`src/rsc_map.vh`:
```
// register offsets, field positions, reset values and timing constants of the rail sequencing config
`ifndef RSC_MAP_VH
`define RSC_MAP_VH
`define RSC_OFF_USER 8'hD1
`define RSC_OFF_RAIL 8'hD3
`define RSC_OFF_PGD 8'hD4
`define RSC_OFF_TUNE 8'hDF
`define RSC_OFF_ORDER 8'hE0
`define RSC_RST_USER 8'h00
`define RSC_RST_RAIL 8'h00
`define RSC_RST_PGD 16'hCA00
`define RSC_RST_TUNE 32'h015A_0100
`define RSC_RST_ORDER 16'h0000
`define RSC_USER_MASK 8'h1F
`define RSC_RAIL_MASK 8'h1F
`define RSC_TUNE_MASK 32'h01FF_FFFF
`define RSC_ORDER_MASK 16'h9F9F
`define RSC_USER_EXTERNAL_TEMP_SENSE 0
`define RSC_USER_PUSHPULL 1
`define RSC_USER_MINEN 2
`define RSC_USER_MINSEL_HI 4
`define RSC_USER_MINSEL_LO 3
`define RSC_TUNE_EN 24
`define RSC_ORD_PRE_EN 15
`define RSC_ORD_PRE_HI 12
`define RSC_ORD_PRE_LO 8
`define RSC_ORD_SEQ_EN 7
`define RSC_ORD_SEQ_HI 4
`define RSC_ORD_SEQ_LO 0
// minimum duty in units of 1/256 of a period: 0.39, 0.78, 1.17, 1.56 percent
`define RSC_MIN_DUTY_UNIT 8'h01
// delay tick: 125 ns in ns, clock period in ns
`define RSC_TICK_NS 125
`define RSC_CLK_NS 50
`endif

```
`src/rsc_lin16_to_ticks.v`:
```
// converts a linear_float16 delay in ms into a count of 125 ns ticks
`timescale 1ns/1ps
module rsc_lin16_to_ticks #(
  parameter CW = 23
) (
  input wire [15:0] lin_val, // exponent 15:11, mantissa 10:0
  output reg [CW-1:0] ticks // delay in 125 ns steps, saturated
);
  // one ms is 8000 ticks; value ms = mant * 2^exp
  reg signed [4:0] expo;
  reg signed [10:0] mant;
  reg [47:0] prod;
  reg [47:0] shifted;
  always @* begin
    expo = lin_val[15:11];
    mant = lin_val[10:0];
    prod = 48'h0000_0000_0000;
    shifted = 48'h0000_0000_0000;
    ticks = {CW{1'b0}};
    if (!mant[10]) begin // negative delays clamp to zero
      prod = {37'd0, mant} * 48'd8000;
      if (expo[4])
        shifted = prod >> (~expo + 5'd1);
      else
        shifted = prod << expo;
      if (shifted > {{(48-CW){1'b0}}, {CW{1'b1}}})
        ticks = {CW{1'b1}};
      else
        ticks = shifted[CW-1:0];
    end
  end
endmodule // rsc_lin16_to_ticks

```
`src/rsc_top.v`:
```
// rail sequencing configuration registers and the sequencing, power-ok and ramp logic they steer
`timescale 1ns/1ps
`include "rsc_map.vh"
// Behaviour
// - written user feature values replace the strap-derived defaults
// - ramp minimum duty picked by bits 4:3, 0.39 to 1.56 percent
// - minimum duty enforced only while bit 2 is set
// - power-ok pin open drain on bit 1 low, push-pull on high
// - external temperature sensing runs only while bit 0 is set
// - rail identifier is the five-bit field 4:0, bits 7:5 reserved
// - power-ok asserts after programmed delay, 125 ns steps up to 8388607 ticks, about 1048 ms
// - delay held as linear_float16, reset code CA00 meaning 4 ms
// - 32-bit tuning word: enable bit 24, residual 23:16, gain 15:0
// - with prequel on, output enables on enable and prequel power-ok event
// - with sequel on, output turns off after sequel power-down event
// - bit 15 prequel enable, bits 12:8 prequel rail identifier
// - bit 7 sequel enable, bits 4:0 sequel rail identifier
// - sequencing register overrides strap order, resets to 0000h
module rsc_top #(
  parameter TCW = 23 // width of the power-ok tick counter
) (
  input wire CLK, // 20 MHz clock
  input wire SRST, // synchronous reset, active high
  input wire [7:0] CMD_CODE, // command code of the access
  input wire [31:0] WR_DATA, // write data, low bytes used per width
  input wire WR_EN, // one-cycle write strobe
  input wire RD_EN, // one-cycle read strobe
  output reg [31:0] RD_DATA, // read data, zero-extended
  output reg RD_VALID, // read answer strobe
  output reg CMD_ERR, // unmapped command code pulse
  input wire STRAP_LOAD, // strap values valid pulse
  input wire [7:0] STRAP_USER, // strap-derived user feature value
  input wire [15:0] STRAP_ORDER, // strap-derived sequencing value
  input wire ENABLE_REQ, // enable condition from pin/operation policy
  input wire VOUT_ABOVE_PG, // output above power-ok threshold, async
  input wire BUS_EVT_VALID, // coordination bus event strobe
  input wire [4:0] BUS_EVT_RAIL, // sender rail identifier
  input wire BUS_EVT_PG, // event is power-ok
  input wire BUS_EVT_DOWN, // event is power-down
  output reg OUT_ON, // converter output enable
  output reg PG_O, // power-ok pin output level
  output reg PG_OE, // power-ok pin output enable
  output reg [7:0] MIN_DUTY, // ramp minimum duty, 1/256 units
  output reg EXTERNAL_TEMP_SENSE_EN, // external temperature sensing on
  output reg [4:0] RAIL_ID, // own rail identifier
  output reg TUNE_EN, // loop response tuning on
  output reg [7:0] TUNE_RESID, // tuning residual setting
  output reg [15:0] TUNE_GAIN // tuning gain setting
);
  // ----------------------------------------
  // registers
  // ----------------------------------------
  reg [7:0] user_feature_config;
  reg [7:0] rail_identifier;
  reg [15:0] power_ok_delay;
  reg [31:0] loop_tuning_config;
  reg [15:0] rail_order_links;
  reg user_written; // software value sticks over later strap loads
  reg order_written;

  always @(posedge CLK) begin
    if (SRST) begin
      user_feature_config <= `RSC_RST_USER;
      rail_identifier <= `RSC_RST_RAIL;
      power_ok_delay <= `RSC_RST_PGD;
      loop_tuning_config <= `RSC_RST_TUNE;
      rail_order_links <= `RSC_RST_ORDER;
      user_written <= 1'b0;
      order_written <= 1'b0;
    end else begin
      if (STRAP_LOAD && !user_written)
        user_feature_config <= STRAP_USER & `RSC_USER_MASK;
      if (STRAP_LOAD && !order_written)
        rail_order_links <= STRAP_ORDER & `RSC_ORDER_MASK;
      if (WR_EN) begin
        case (CMD_CODE)
          `RSC_OFF_USER: begin
            user_feature_config <= WR_DATA[7:0] & `RSC_USER_MASK;
            user_written <= 1'b1;
          end
          `RSC_OFF_RAIL: rail_identifier <= WR_DATA[7:0] & `RSC_RAIL_MASK;
          `RSC_OFF_PGD: power_ok_delay <= WR_DATA[15:0];
          `RSC_OFF_TUNE: loop_tuning_config <= WR_DATA & `RSC_TUNE_MASK;
          `RSC_OFF_ORDER: begin
            rail_order_links <= WR_DATA[15:0] & `RSC_ORDER_MASK;
            order_written <= 1'b1;
          end
          default: ;
        endcase
      end
    end
  end

  // ----------------------------------------
  // read path
  // ----------------------------------------
  reg [31:0] next_rd;
  reg next_hit;
  always @* begin
    next_rd = 32'h0000_0000;
    next_hit = 1'b1;
    case (CMD_CODE)
      `RSC_OFF_USER: next_rd = {24'h00_0000, user_feature_config};
      `RSC_OFF_RAIL: next_rd = {24'h00_0000, rail_identifier};
      `RSC_OFF_PGD: next_rd = {16'h0000, power_ok_delay};
      `RSC_OFF_TUNE: next_rd = loop_tuning_config;
      `RSC_OFF_ORDER: next_rd = {16'h0000, rail_order_links};
      default: next_hit = 1'b0;
    endcase
  end

  always @(posedge CLK) begin
    if (SRST) begin
      RD_DATA <= 32'h0000_0000;
      RD_VALID <= 1'b0;
      CMD_ERR <= 1'b0;
    end else begin
      RD_VALID <= RD_EN & next_hit;
      CMD_ERR <= (RD_EN | WR_EN) & ~next_hit;
      if (RD_EN)
        RD_DATA <= next_rd;
    end
  end

  // ----------------------------------------
  // static configuration outputs
  // ----------------------------------------
  wire [1:0] min_sel = user_feature_config[`RSC_USER_MINSEL_HI:`RSC_USER_MINSEL_LO];
  always @(posedge CLK) begin
    if (SRST) begin
      MIN_DUTY <= 8'h00;
      EXTERNAL_TEMP_SENSE_EN <= 1'b0;
      RAIL_ID <= 5'h00;
      TUNE_EN <= 1'b0;
      TUNE_RESID <= 8'h00;
      TUNE_GAIN <= 16'h0000;
    end else begin
      // 0.39 percent per step is one 1/256 unit, so code+1 units
      if (user_feature_config[`RSC_USER_MINEN])
        MIN_DUTY <= ({6'h00, min_sel} + 8'h01) * `RSC_MIN_DUTY_UNIT;
      else
        MIN_DUTY <= 8'h00;
      EXTERNAL_TEMP_SENSE_EN <= user_feature_config[`RSC_USER_EXTERNAL_TEMP_SENSE];
      RAIL_ID <= rail_identifier[4:0];
      TUNE_EN <= loop_tuning_config[`RSC_TUNE_EN];
      TUNE_RESID <= loop_tuning_config[23:16];
      TUNE_GAIN <= loop_tuning_config[15:0];
    end
  end

  // ----------------------------------------
  // sequencing
  // ----------------------------------------
  wire pre_en = rail_order_links[`RSC_ORD_PRE_EN];
  wire [4:0] pre_id = rail_order_links[`RSC_ORD_PRE_HI:`RSC_ORD_PRE_LO];
  wire seq_en = rail_order_links[`RSC_ORD_SEQ_EN];
  wire [4:0] seq_id = rail_order_links[`RSC_ORD_SEQ_HI:`RSC_ORD_SEQ_LO];
  reg pre_seen; // prequel reported power-ok
  reg seq_down; // sequel reported power-down
  wire pre_evt = BUS_EVT_VALID & BUS_EVT_PG & (BUS_EVT_RAIL == pre_id);
  wire seq_evt = BUS_EVT_VALID & BUS_EVT_DOWN & (BUS_EVT_RAIL == seq_id);

  always @(posedge CLK) begin
    if (SRST) begin
      pre_seen <= 1'b0;
      seq_down <= 1'b0;
      OUT_ON <= 1'b0;
    end else begin
      // set wins over clear when an event lands with the enable drop
      if (pre_evt)
        pre_seen <= 1'b1;
      else if (!ENABLE_REQ && !OUT_ON)
        pre_seen <= 1'b0;
      if (seq_evt)
        seq_down <= 1'b1;
      else if (!OUT_ON)
        seq_down <= 1'b0;
      if (!ENABLE_REQ)
        OUT_ON <= 1'b0;
      else if (seq_en && (seq_down || seq_evt))
        OUT_ON <= 1'b0;
      else if (!OUT_ON && (!pre_en || pre_seen || pre_evt))
        OUT_ON <= 1'b1;
    end
  end

  // ----------------------------------------
  // power-ok delay
  // ----------------------------------------
  reg vout_meta;
  reg vout_sync;
  always @(posedge CLK) begin
    if (SRST) begin
      vout_meta <= 1'b0;
      vout_sync <= 1'b0;
    end else begin
      vout_meta <= VOUT_ABOVE_PG;
      vout_sync <= vout_meta;
    end
  end

  wire [TCW-1:0] delay_ticks;
  rsc_lin16_to_ticks #(
    .CW(TCW)
  ) u_conv (
    .lin_val(power_ok_delay),
    .ticks(delay_ticks)
  );

  // one 125 ns tick spans 2.5 clocks; a fractional accumulator keeps the average exact
  reg [2:0] frac;
  reg [TCW-1:0] tick_cnt;
  wire tick = (frac + 3'd2 >= 3'd5);
  always @(posedge CLK) begin
    if (SRST || !vout_sync || !OUT_ON) begin
      frac <= 3'd0;
      tick_cnt <= {TCW{1'b0}};
    end else begin
      frac <= tick ? frac + 3'd2 - 3'd5 : frac + 3'd2;
      if (tick && tick_cnt < delay_ticks)
        tick_cnt <= tick_cnt + {{(TCW-1){1'b0}}, 1'b1};
    end
  end

  wire pg_good = vout_sync & OUT_ON & (tick_cnt >= delay_ticks);
  always @(posedge CLK) begin
    if (SRST) begin
      PG_O <= 1'b0;
      PG_OE <= 1'b1;
    end else begin
      PG_O <= pg_good;
      // open drain only pulls low; push-pull drives both levels
      if (user_feature_config[`RSC_USER_PUSHPULL])
        PG_OE <= 1'b1;
      else
        PG_OE <= ~pg_good;
    end
  end
endmodule // rsc_top

```
`config.mk`:
```
export PLATFORM = sky130hd
export DESIGN_NAME = rsc_top
export DESIGN_NICKNAME = d
export VERILOG_FILES = /design/src/rsc_lin16_to_ticks.v /design/src/rsc_top.v
export VERILOG_INCLUDE_DIRS = /design/src
export SDC_FILE = /design/constraint.sdc
export NUM_CORES = 1
export LEC_CHECK = 0
export BUFFER_PORTS_ARGS = -buffer_cell sky130_fd_sc_hd__buf_2
export CORE_MARGIN = 5
export CORE_UTILIZATION = 30
export DETAILED_ROUTE_END_ITERATION = 7
export GPL_ROUTABILITY_DRIVEN = 0
export GPL_TIMING_DRIVEN = 0
export SLEW_MARGIN = 0
export SYNTH_ARGS = -nofsm -noshare
export SYNTH_HDL_FRONTEND = slang
export SYNTH_SLANG_ARGS = --single-unit
```
`constraint.sdc`:
```
create_clock -name CLK -period 7.46 [get_ports CLK]
set_clock_uncertainty 0.05 [all_clocks]
set_input_delay 0.746 -clock CLK [delete_from_list [all_inputs] [get_ports CLK]]
set_output_delay 0.746 -clock CLK [all_outputs]
set_load 0.005 [all_outputs]
```
After elaboration in Yosys (flattened, before gate mapping):

Cells that the tools add are included.

* add/sub/neg operators: 5
* multipliers: 1
* $lt $le $gt $ge: 4
* equality and inequality tests: 8
* shifts and indexed selects: 2
* multiplexer cells: 17
* bitwise logic cells: 14
* reduce and logical (&&, ||, !) cells: 27

Operator list (number)
* $pmux W25 S5: 1
* $mux W48: 2
* $gt A48 B23 Y1 const B: 1
* $mux W16: 3
* $shl A24 B5 Y48: 1
* $shr A24 B5 Y48: 1
* $mux W23: 2
* $eq A8 B8 Y1 const B: 5
* $mux W8: 3
* $add A23 B1 Y23 const B: 1
* $ge A23 B23 Y1: 1
* $lt A23 B23 Y1: 1
* $mul A11 B7 Y18 const B: 1
* $eq A5 B5 Y1: 2
* $reduce_and A2 Y1: 5
* $and A1 B1 Y1: 8
* $logic_and A1 B1 Y1: 6
* $logic_not A1 Y1: 6
* $add A5 B1 Y5 const B: 1
* $logic_or A1 B1 Y1: 5
* $mux W1: 5
* $not A5 Y5: 1
* $reduce_or A5 Y1: 1
* $not A1 Y1: 4
* 10 further kinds: 11

* register bits: 178
* output and inout bits: 76
* word-level logic and storage cells: 103

Logic depth before layout (Yosys ltp):

* depth in word-level cells: 11
* gate-level depth with buffers: 33
* depth with buffers taken out: 30

By module:

From an unflattened synthesis, not the netlist that was laid out.

* cell total of the unflattened synthesis: 1425
* area total of the unflattened synthesis: 11777.5 µm²

By module, submodules not included
* rsc_top: times used 1, cells each 804, area an instance 7143.1 µm², sequential area each 3323.2 µm²
* rsc_lin16_to_ticks: times used 1, cells each 621, area an instance 4634.4 µm², sequential area each 0.0 µm²

Least setup slack after synthesis:

No wires, ideal clock.

* path kind: reg-to-reg
* from: reg power_ok_delay[1]
* to: reg tick_cnt[18]
* setup time: 0.071 ns
* arrival time: 7.498 ns
* setup slack: -0.159 ns
* stages on the path, launching flop included: 30
* path buffers: 1
* path through: dfxtp_1 inv_1 fa_1 fa_1 fa_1 fa_1 inv_1 ha_1 a21o_1 a221o_1 and4_1 nor2_1 nand2_1 mux4_2 o41a_1 o21ai_2 a21oi_2 buf_6 o21ai_1 ha_1 a21o_1 a21o_1 a21o_1 a21o_1 a21o_1 a21oi_1 o21a_1 nand4_1 or4_1 a21oi_1

* cells in the longest elaborated chain, start to end: 9

Ends and longest elaborated chain
* from (decl): RTL line rsc_top.v:55 `reg [15:0] power_ok_delay;`
* from (signal assigned): RTL line rsc_top.v:65 `` power_ok_delay <= `RSC_RST_PGD; ``
* from (signal assigned): RTL line rsc_top.v:82 `` `RSC_OFF_PGD: power_ok_delay <= WR_DATA[15:0]; ``
* $mul A11 B7 Y18 *: RTL line rsc_lin16_to_ticks.v:21 `prod = {37'd0, mant} * 48'd8000;`
* $shl A24 B5 Y48 / $shr A24 B5 Y48 (equally long branches): RTL line rsc_lin16_to_ticks.v:25, rsc_lin16_to_ticks.v:23
* $mux W48 *: RTL line rsc_lin16_to_ticks.v:22 `if (expo[4])`
* $mux W48 *: RTL line rsc_lin16_to_ticks.v:20 `if (!mant[10]) begin`
* $gt A48 B23 Y1: RTL line rsc_lin16_to_ticks.v:26 `if (shifted > {{(48-CW){1'b0}}, {CW{1'b1}}})`
* $mux W23 *: RTL line rsc_lin16_to_ticks.v:26
* $mux W23 *: RTL line rsc_lin16_to_ticks.v:20
* $lt A23 B23 Y1 *: RTL line rsc_top.v:220 `if (tick && tick_cnt < delay_ticks)`
* $logic_and A1 B1 Y1 *: RTL line rsc_top.v:220
* to (signal assigned): RTL line rsc_top.v:217 `tick_cnt <= {TCW{1'b0}};`
* to (signal assigned): RTL line rsc_top.v:221 `tick_cnt <= tick_cnt + {{(TCW-1){1'b0}}, 1'b1};`
* to (decl): RTL line rsc_top.v:212 `reg [TCW-1:0] tick_cnt;`

Mark *: on every way between the ends. The rest lies on a longest branch, timed or not. The select of a mux whose other input is x is not followed.
A chain may end at the register's enable or synchronous reset.

Final worst setup path:

Ends and elaborated chain as after synthesis.

==> results.rst <==
.. list-table::
   :header-rows: 1

   * - Metric
     - Value
   * - Result of the run
     - finished with violations
   * - Violated checks
     - negative setup slack
   * - Minimum setup slack in the final design
     - -0.326 ns
   * - Avg Cell Area, Syn
     - 8.36 um^2
   * - Cell accounting for the most synthesized area
     - sky130_fd_sc_hd__dfxtp_1
   * - Flip-flop and latch count after synthesis
     - 166
   * - Detailed Place HPWL
     - 29100 um
   * - Clock period minus final worst setup slack
     - 7.79 ns
   * - Maximum clock rate
     - 0.128 GHz
   * - Vias per std cell
     - 5.43
   * - GRT overflow
     - 0
   * - Sequential cell area fraction in the yosys report
     - 0.299
   * - Number of distinct library cell variants in the gate-level netlist after synthesis
     - 77
   * - Hold-fix buffers at CTS
     - 0
   * - Final Cell Area
     - 0.0138 mm^2
   * - Final Max Tran Viols
     - 0
   * - Switching part of the total
     - 0.263
   * - Final cell count without fillers
     - 2017
   * - Num rows
     - 70
   * - Crit path capture type
     - flip-flop
   * - Path type of the worst min-delay path
     - flip-flop to flip-flop
   * - Drt first-iter violations
     - 833
   * - Critical Path Slowest Stage Cell
     - sky130_fd_sc_hd__mux4_2
   * - Combined global-route utilization of all metal layers
     - 0.180
   * - Cell-internal power
     - 1.39 mW
   * - Later-pin clock latency in the skew report
     - 0.44 ns
   * - Worst path max stage delay
     - 0.52 ns
   * - Top cells by instance count after synthesis
     - sky130_fd_sc_hd__dfxtp_1, sky130_fd_sc_hd__nand2_1, sky130_fd_sc_hd__a21oi_1, sky130_fd_sc_hd__nor2_1, sky130_fd_sc_hd__o21ai_0
   * - Share of the synthesized area in the top cell type
     - 0.299
   * - Overall via count from detail_route
     - 10957
   * - Final ANT Viol Nets
     - 0
   * - Remaining routing DRC violations
     - 0
   * - CTS Buf Count
     - 17
   * - Final number of setup-violating endpoints
     - 23
   * - Number of antenna violations at the first check in global routing
     - 3
   * - Clock tree root driver cell
     - sky130_fd_sc_hd__clkbuf_16
   * - Post-Route WL
     - 38100 um
   * - Cells after DPL
     - 1937
   * - Clock input transition at the sequential cells of the worst setup and hold paths
     - 0.07 ns
   * - Placeable core region
     - 0.0366 mm^2
   * - Arrival time at the worst endpoint
     - 8.10 ns
   * - Fraction of registers with async set/reset
     - 0
   * - Switching pwr
     - 0.498 mW
   * - Cell count after synthesis
     - 1331
   * - Sink Count
     - 166
   * - Critical path startpoint category
     - flip-flop
   * - Net count, final
     - 1717
   * - # port buffers
     - 127
   * - Area delta synth->final
     - 24.0%
   * - Total count of hold-check failures in the final report
     - 0
   * - Ports
     - 155
   * - # H-tree levels
     - 4
   * - TritonCTS clock tree
     - done
   * - DR WL/cell
     - 18.9 um
   * - Total design power
     - 1.89 mW
   * - Fraction of final layout cells sized beyond drive strength 1
     - 0.216
   * - Die ar.
     - 0.0410 mm^2
   * - Placed cell area
     - 0.0124 mm^2
   * - Worst Setup Path Type
     - flip-flop to flip-flop
   * - Critical path peak fanout
     - 6
   * - Endpoint required time on the critical path
     - 7.77 ns
   * - First-pass GRT wire length
     - 59600 um
   * - Worst Tran Pin Value
     - 0.909 ns
   * - Ratio of total power to cell area
     - 137 mW/mm^2
   * - Fraction of power consumed by combinational cells
     - 0.065
   * - Share of the clock period used by the worst path
     - 1.04
   * - Max-slew headroom at the worst pin
     - 0.390
   * - Sequential fraction of design power
     - 0.477
   * - Area of the mapped netlist
     - 0.0111 mm^2
   * - Horizontal extent of the die
     - 203 um
   * - Standby leakage power
     - 5.79 nW
   * - Detailed-routing iteration count for the pre-antenna-repair pass
     - 8
   * - Effective utilization at floorplan
     - 0.304
   * - VDD IR max
     - 0.170 mV
   * - Via count of the first global-routing pass
     - 10626
   * - Crit path top cell by count
     - sky130_fd_sc_hd__a21o_1
   * - Unrepaired setup endpoints after global routing
     - true
   * - Number of warnings printed during yosys synthesis
     - 0
   * - Share of the core filled with cells
     - 0.377
   * - Most frequent cell after synthesis
     - sky130_fd_sc_hd__dfxtp_1
   * - Most area-consuming cells after synthesis
     - sky130_fd_sc_hd__dfxtp_1, sky130_fd_sc_hd__ha_1, sky130_fd_sc_hd__fa_1, sky130_fd_sc_hd__nand2_1, sky130_fd_sc_hd__a21oi_1
   * - Max-capacitance violation count
     - 0
   * - Y dimension of the die
     - 203 um
   * - Clock share of power
     - 0.458
   * - Pin count of the biggest net entering global routing
     - 18
   * - Clk buf depth
     - 2
   * - EDFF count, synth
     - 0
   * - Most instantiated flip-flop cell in the synthesis netlist
     - sky130_fd_sc_hd__dfxtp_1
path summary, 6_finish.rpt:
check	start	endpoint	slack (ns)	cells past startpoint
max	power_ok_delay[1]	tick_cnt[18]	-0.33	30
min	vout_meta	vout_sync	0.39	1
max reg2reg	power_ok_delay[1]	tick_cnt[18]	-0.33	30
min reg2reg	vout_meta	vout_sync	0.39	1
layout by cell type, fill, tap and decap left out, types with 17 or more instances in the layout:
master                        n
sky130_fd_sc_hd__clkbuf_16   17
sky130_fd_sc_hd__ha_1        64
sky130_fd_sc_hd__dfxtp_1    155
sky130_fd_sc_hd__nor2b_1     39
sky130_fd_sc_hd__o21ai_1     25
sky130_fd_sc_hd__inv_1       70
sky130_fd_sc_hd__fa_1        32
sky130_fd_sc_hd__clkbuf_1    60
sky130_fd_sc_hd__nor2_1      81
sky130_fd_sc_hd__nand2_1    164
sky130_fd_sc_hd__o21ai_0     67
sky130_fd_sc_hd__nand3_1     30
sky130_fd_sc_hd__buf_2      128
sky130_fd_sc_hd__buf_4       56
sky130_fd_sc_hd__a211oi_1    26
sky130_fd_sc_hd__a21oi_1     88
sky130_fd_sc_hd__mux2i_1     49
stage by stage:
step | hold WS (ns) | setup TNS (ns) | worst slack (ns)
2_1_floorplan | 0.364 | -0.0127 | -0.00643
3_3_place_gp | 0.372 | -29.22 | -1.34
3_5_place_dp | 0.382 | -30.57 | -1.40
4_1_cts | 0.397 | -3.36 | -0.255
5_1_grt | 0.431 | -9.60 | -0.514
6_report | 0.391 | -4.87 | -0.326
final cells by class:
type                       count  area (um^2)
timing repair buffer         174         1000
antenna                        4         10.0
multi-input combinational   1006         7540
clock inverter                14          135
sequential                   166         3360
clock buffer                  18          439
fill                        3726        22800
buffer                        86          410
tap                          468          586
inverter                      81          322
worst max-delay path, delay by kind of cell, from the launching register on:
| family | cells | cell delay (ns) |
|---|---|---|
| AOI/OAI and AO/OA | 13 | 2.61 |
| xor gates and xnor gates | 1 | 0.08 |
| adders and majority gates | 6 | 2.45 |
| buffers and inverters | 5 | 0.65 |
| DFF | 1 | 0.37 |
| muxes | 1 | 0.52 |
| and+or+nand+nor | 4 | 0.96 |
power groups by stage:
stage          registers, mW  clock network (mW)  logic (mW)
4_1_cts                0.901               0.876       0.120
3_5_place_dp           0.924                   0       0.115
5_1_grt                0.902               0.917       0.132
3_3_place_gp           0.924                   0       0.114
2_1_floorplan          0.921                   0      0.0627
6_report               0.901               0.867       0.123
state kept, by name, indices dropped and copies added (netlist names), 3 cells and up:
register	cells
MIN_DUTY	3
RAIL_ID	5
RD_DATA	25
TUNE_GAIN	16
TUNE_RESID	8
frac	3
loop_tuning_config	25
power_ok_delay	16
rail_identifier	5
rail_order_links	16
tick_cnt	23
user_feature_config	8
cells by family (layout without fill, tap and decap cells):
| family | after synthesis | in the layout | synth area share |
|---|---|---|---|
| AND/OR/NAND/NOR | 434 | 434 | 0.190 |
| AO/OA/AOI/OAI | 356 | 356 | 0.206 |
| buffers and inverters | 170 | 373 | 0.0630 |
| flip-flops | 166 | 166 | 0.299 |
| adder cells (fa/ha/maj) | 106 | 106 | 0.142 |
| multiplexers | 69 | 69 | 0.0754 |
| XOR/XNOR | 29 | 29 | 0.0241 |
| other | 1 | 16 | 0.000337 |
metal layers:
layer  global-route usage  part of all wire  vias to the layer above
met5                    0           0.00029                        -
met2                0.294              0.47                      469
li1                     -                 -                     5138
met4               0.0572             0.028                        2
met1                0.242              0.43                     5265
met3               0.0321             0.065                       83
timing repair:
| item | CTS | global route |
|---|---|---|
| buffers inserted | 37 | 13 |
| pin swaps | 60 | 33 |
| gates cloned | 0 | 1 |
| gates resized for setup | 76 | 52 |
| setup endpoints to repair | 25 | 25 |
(Power assumes the default switching activity.)
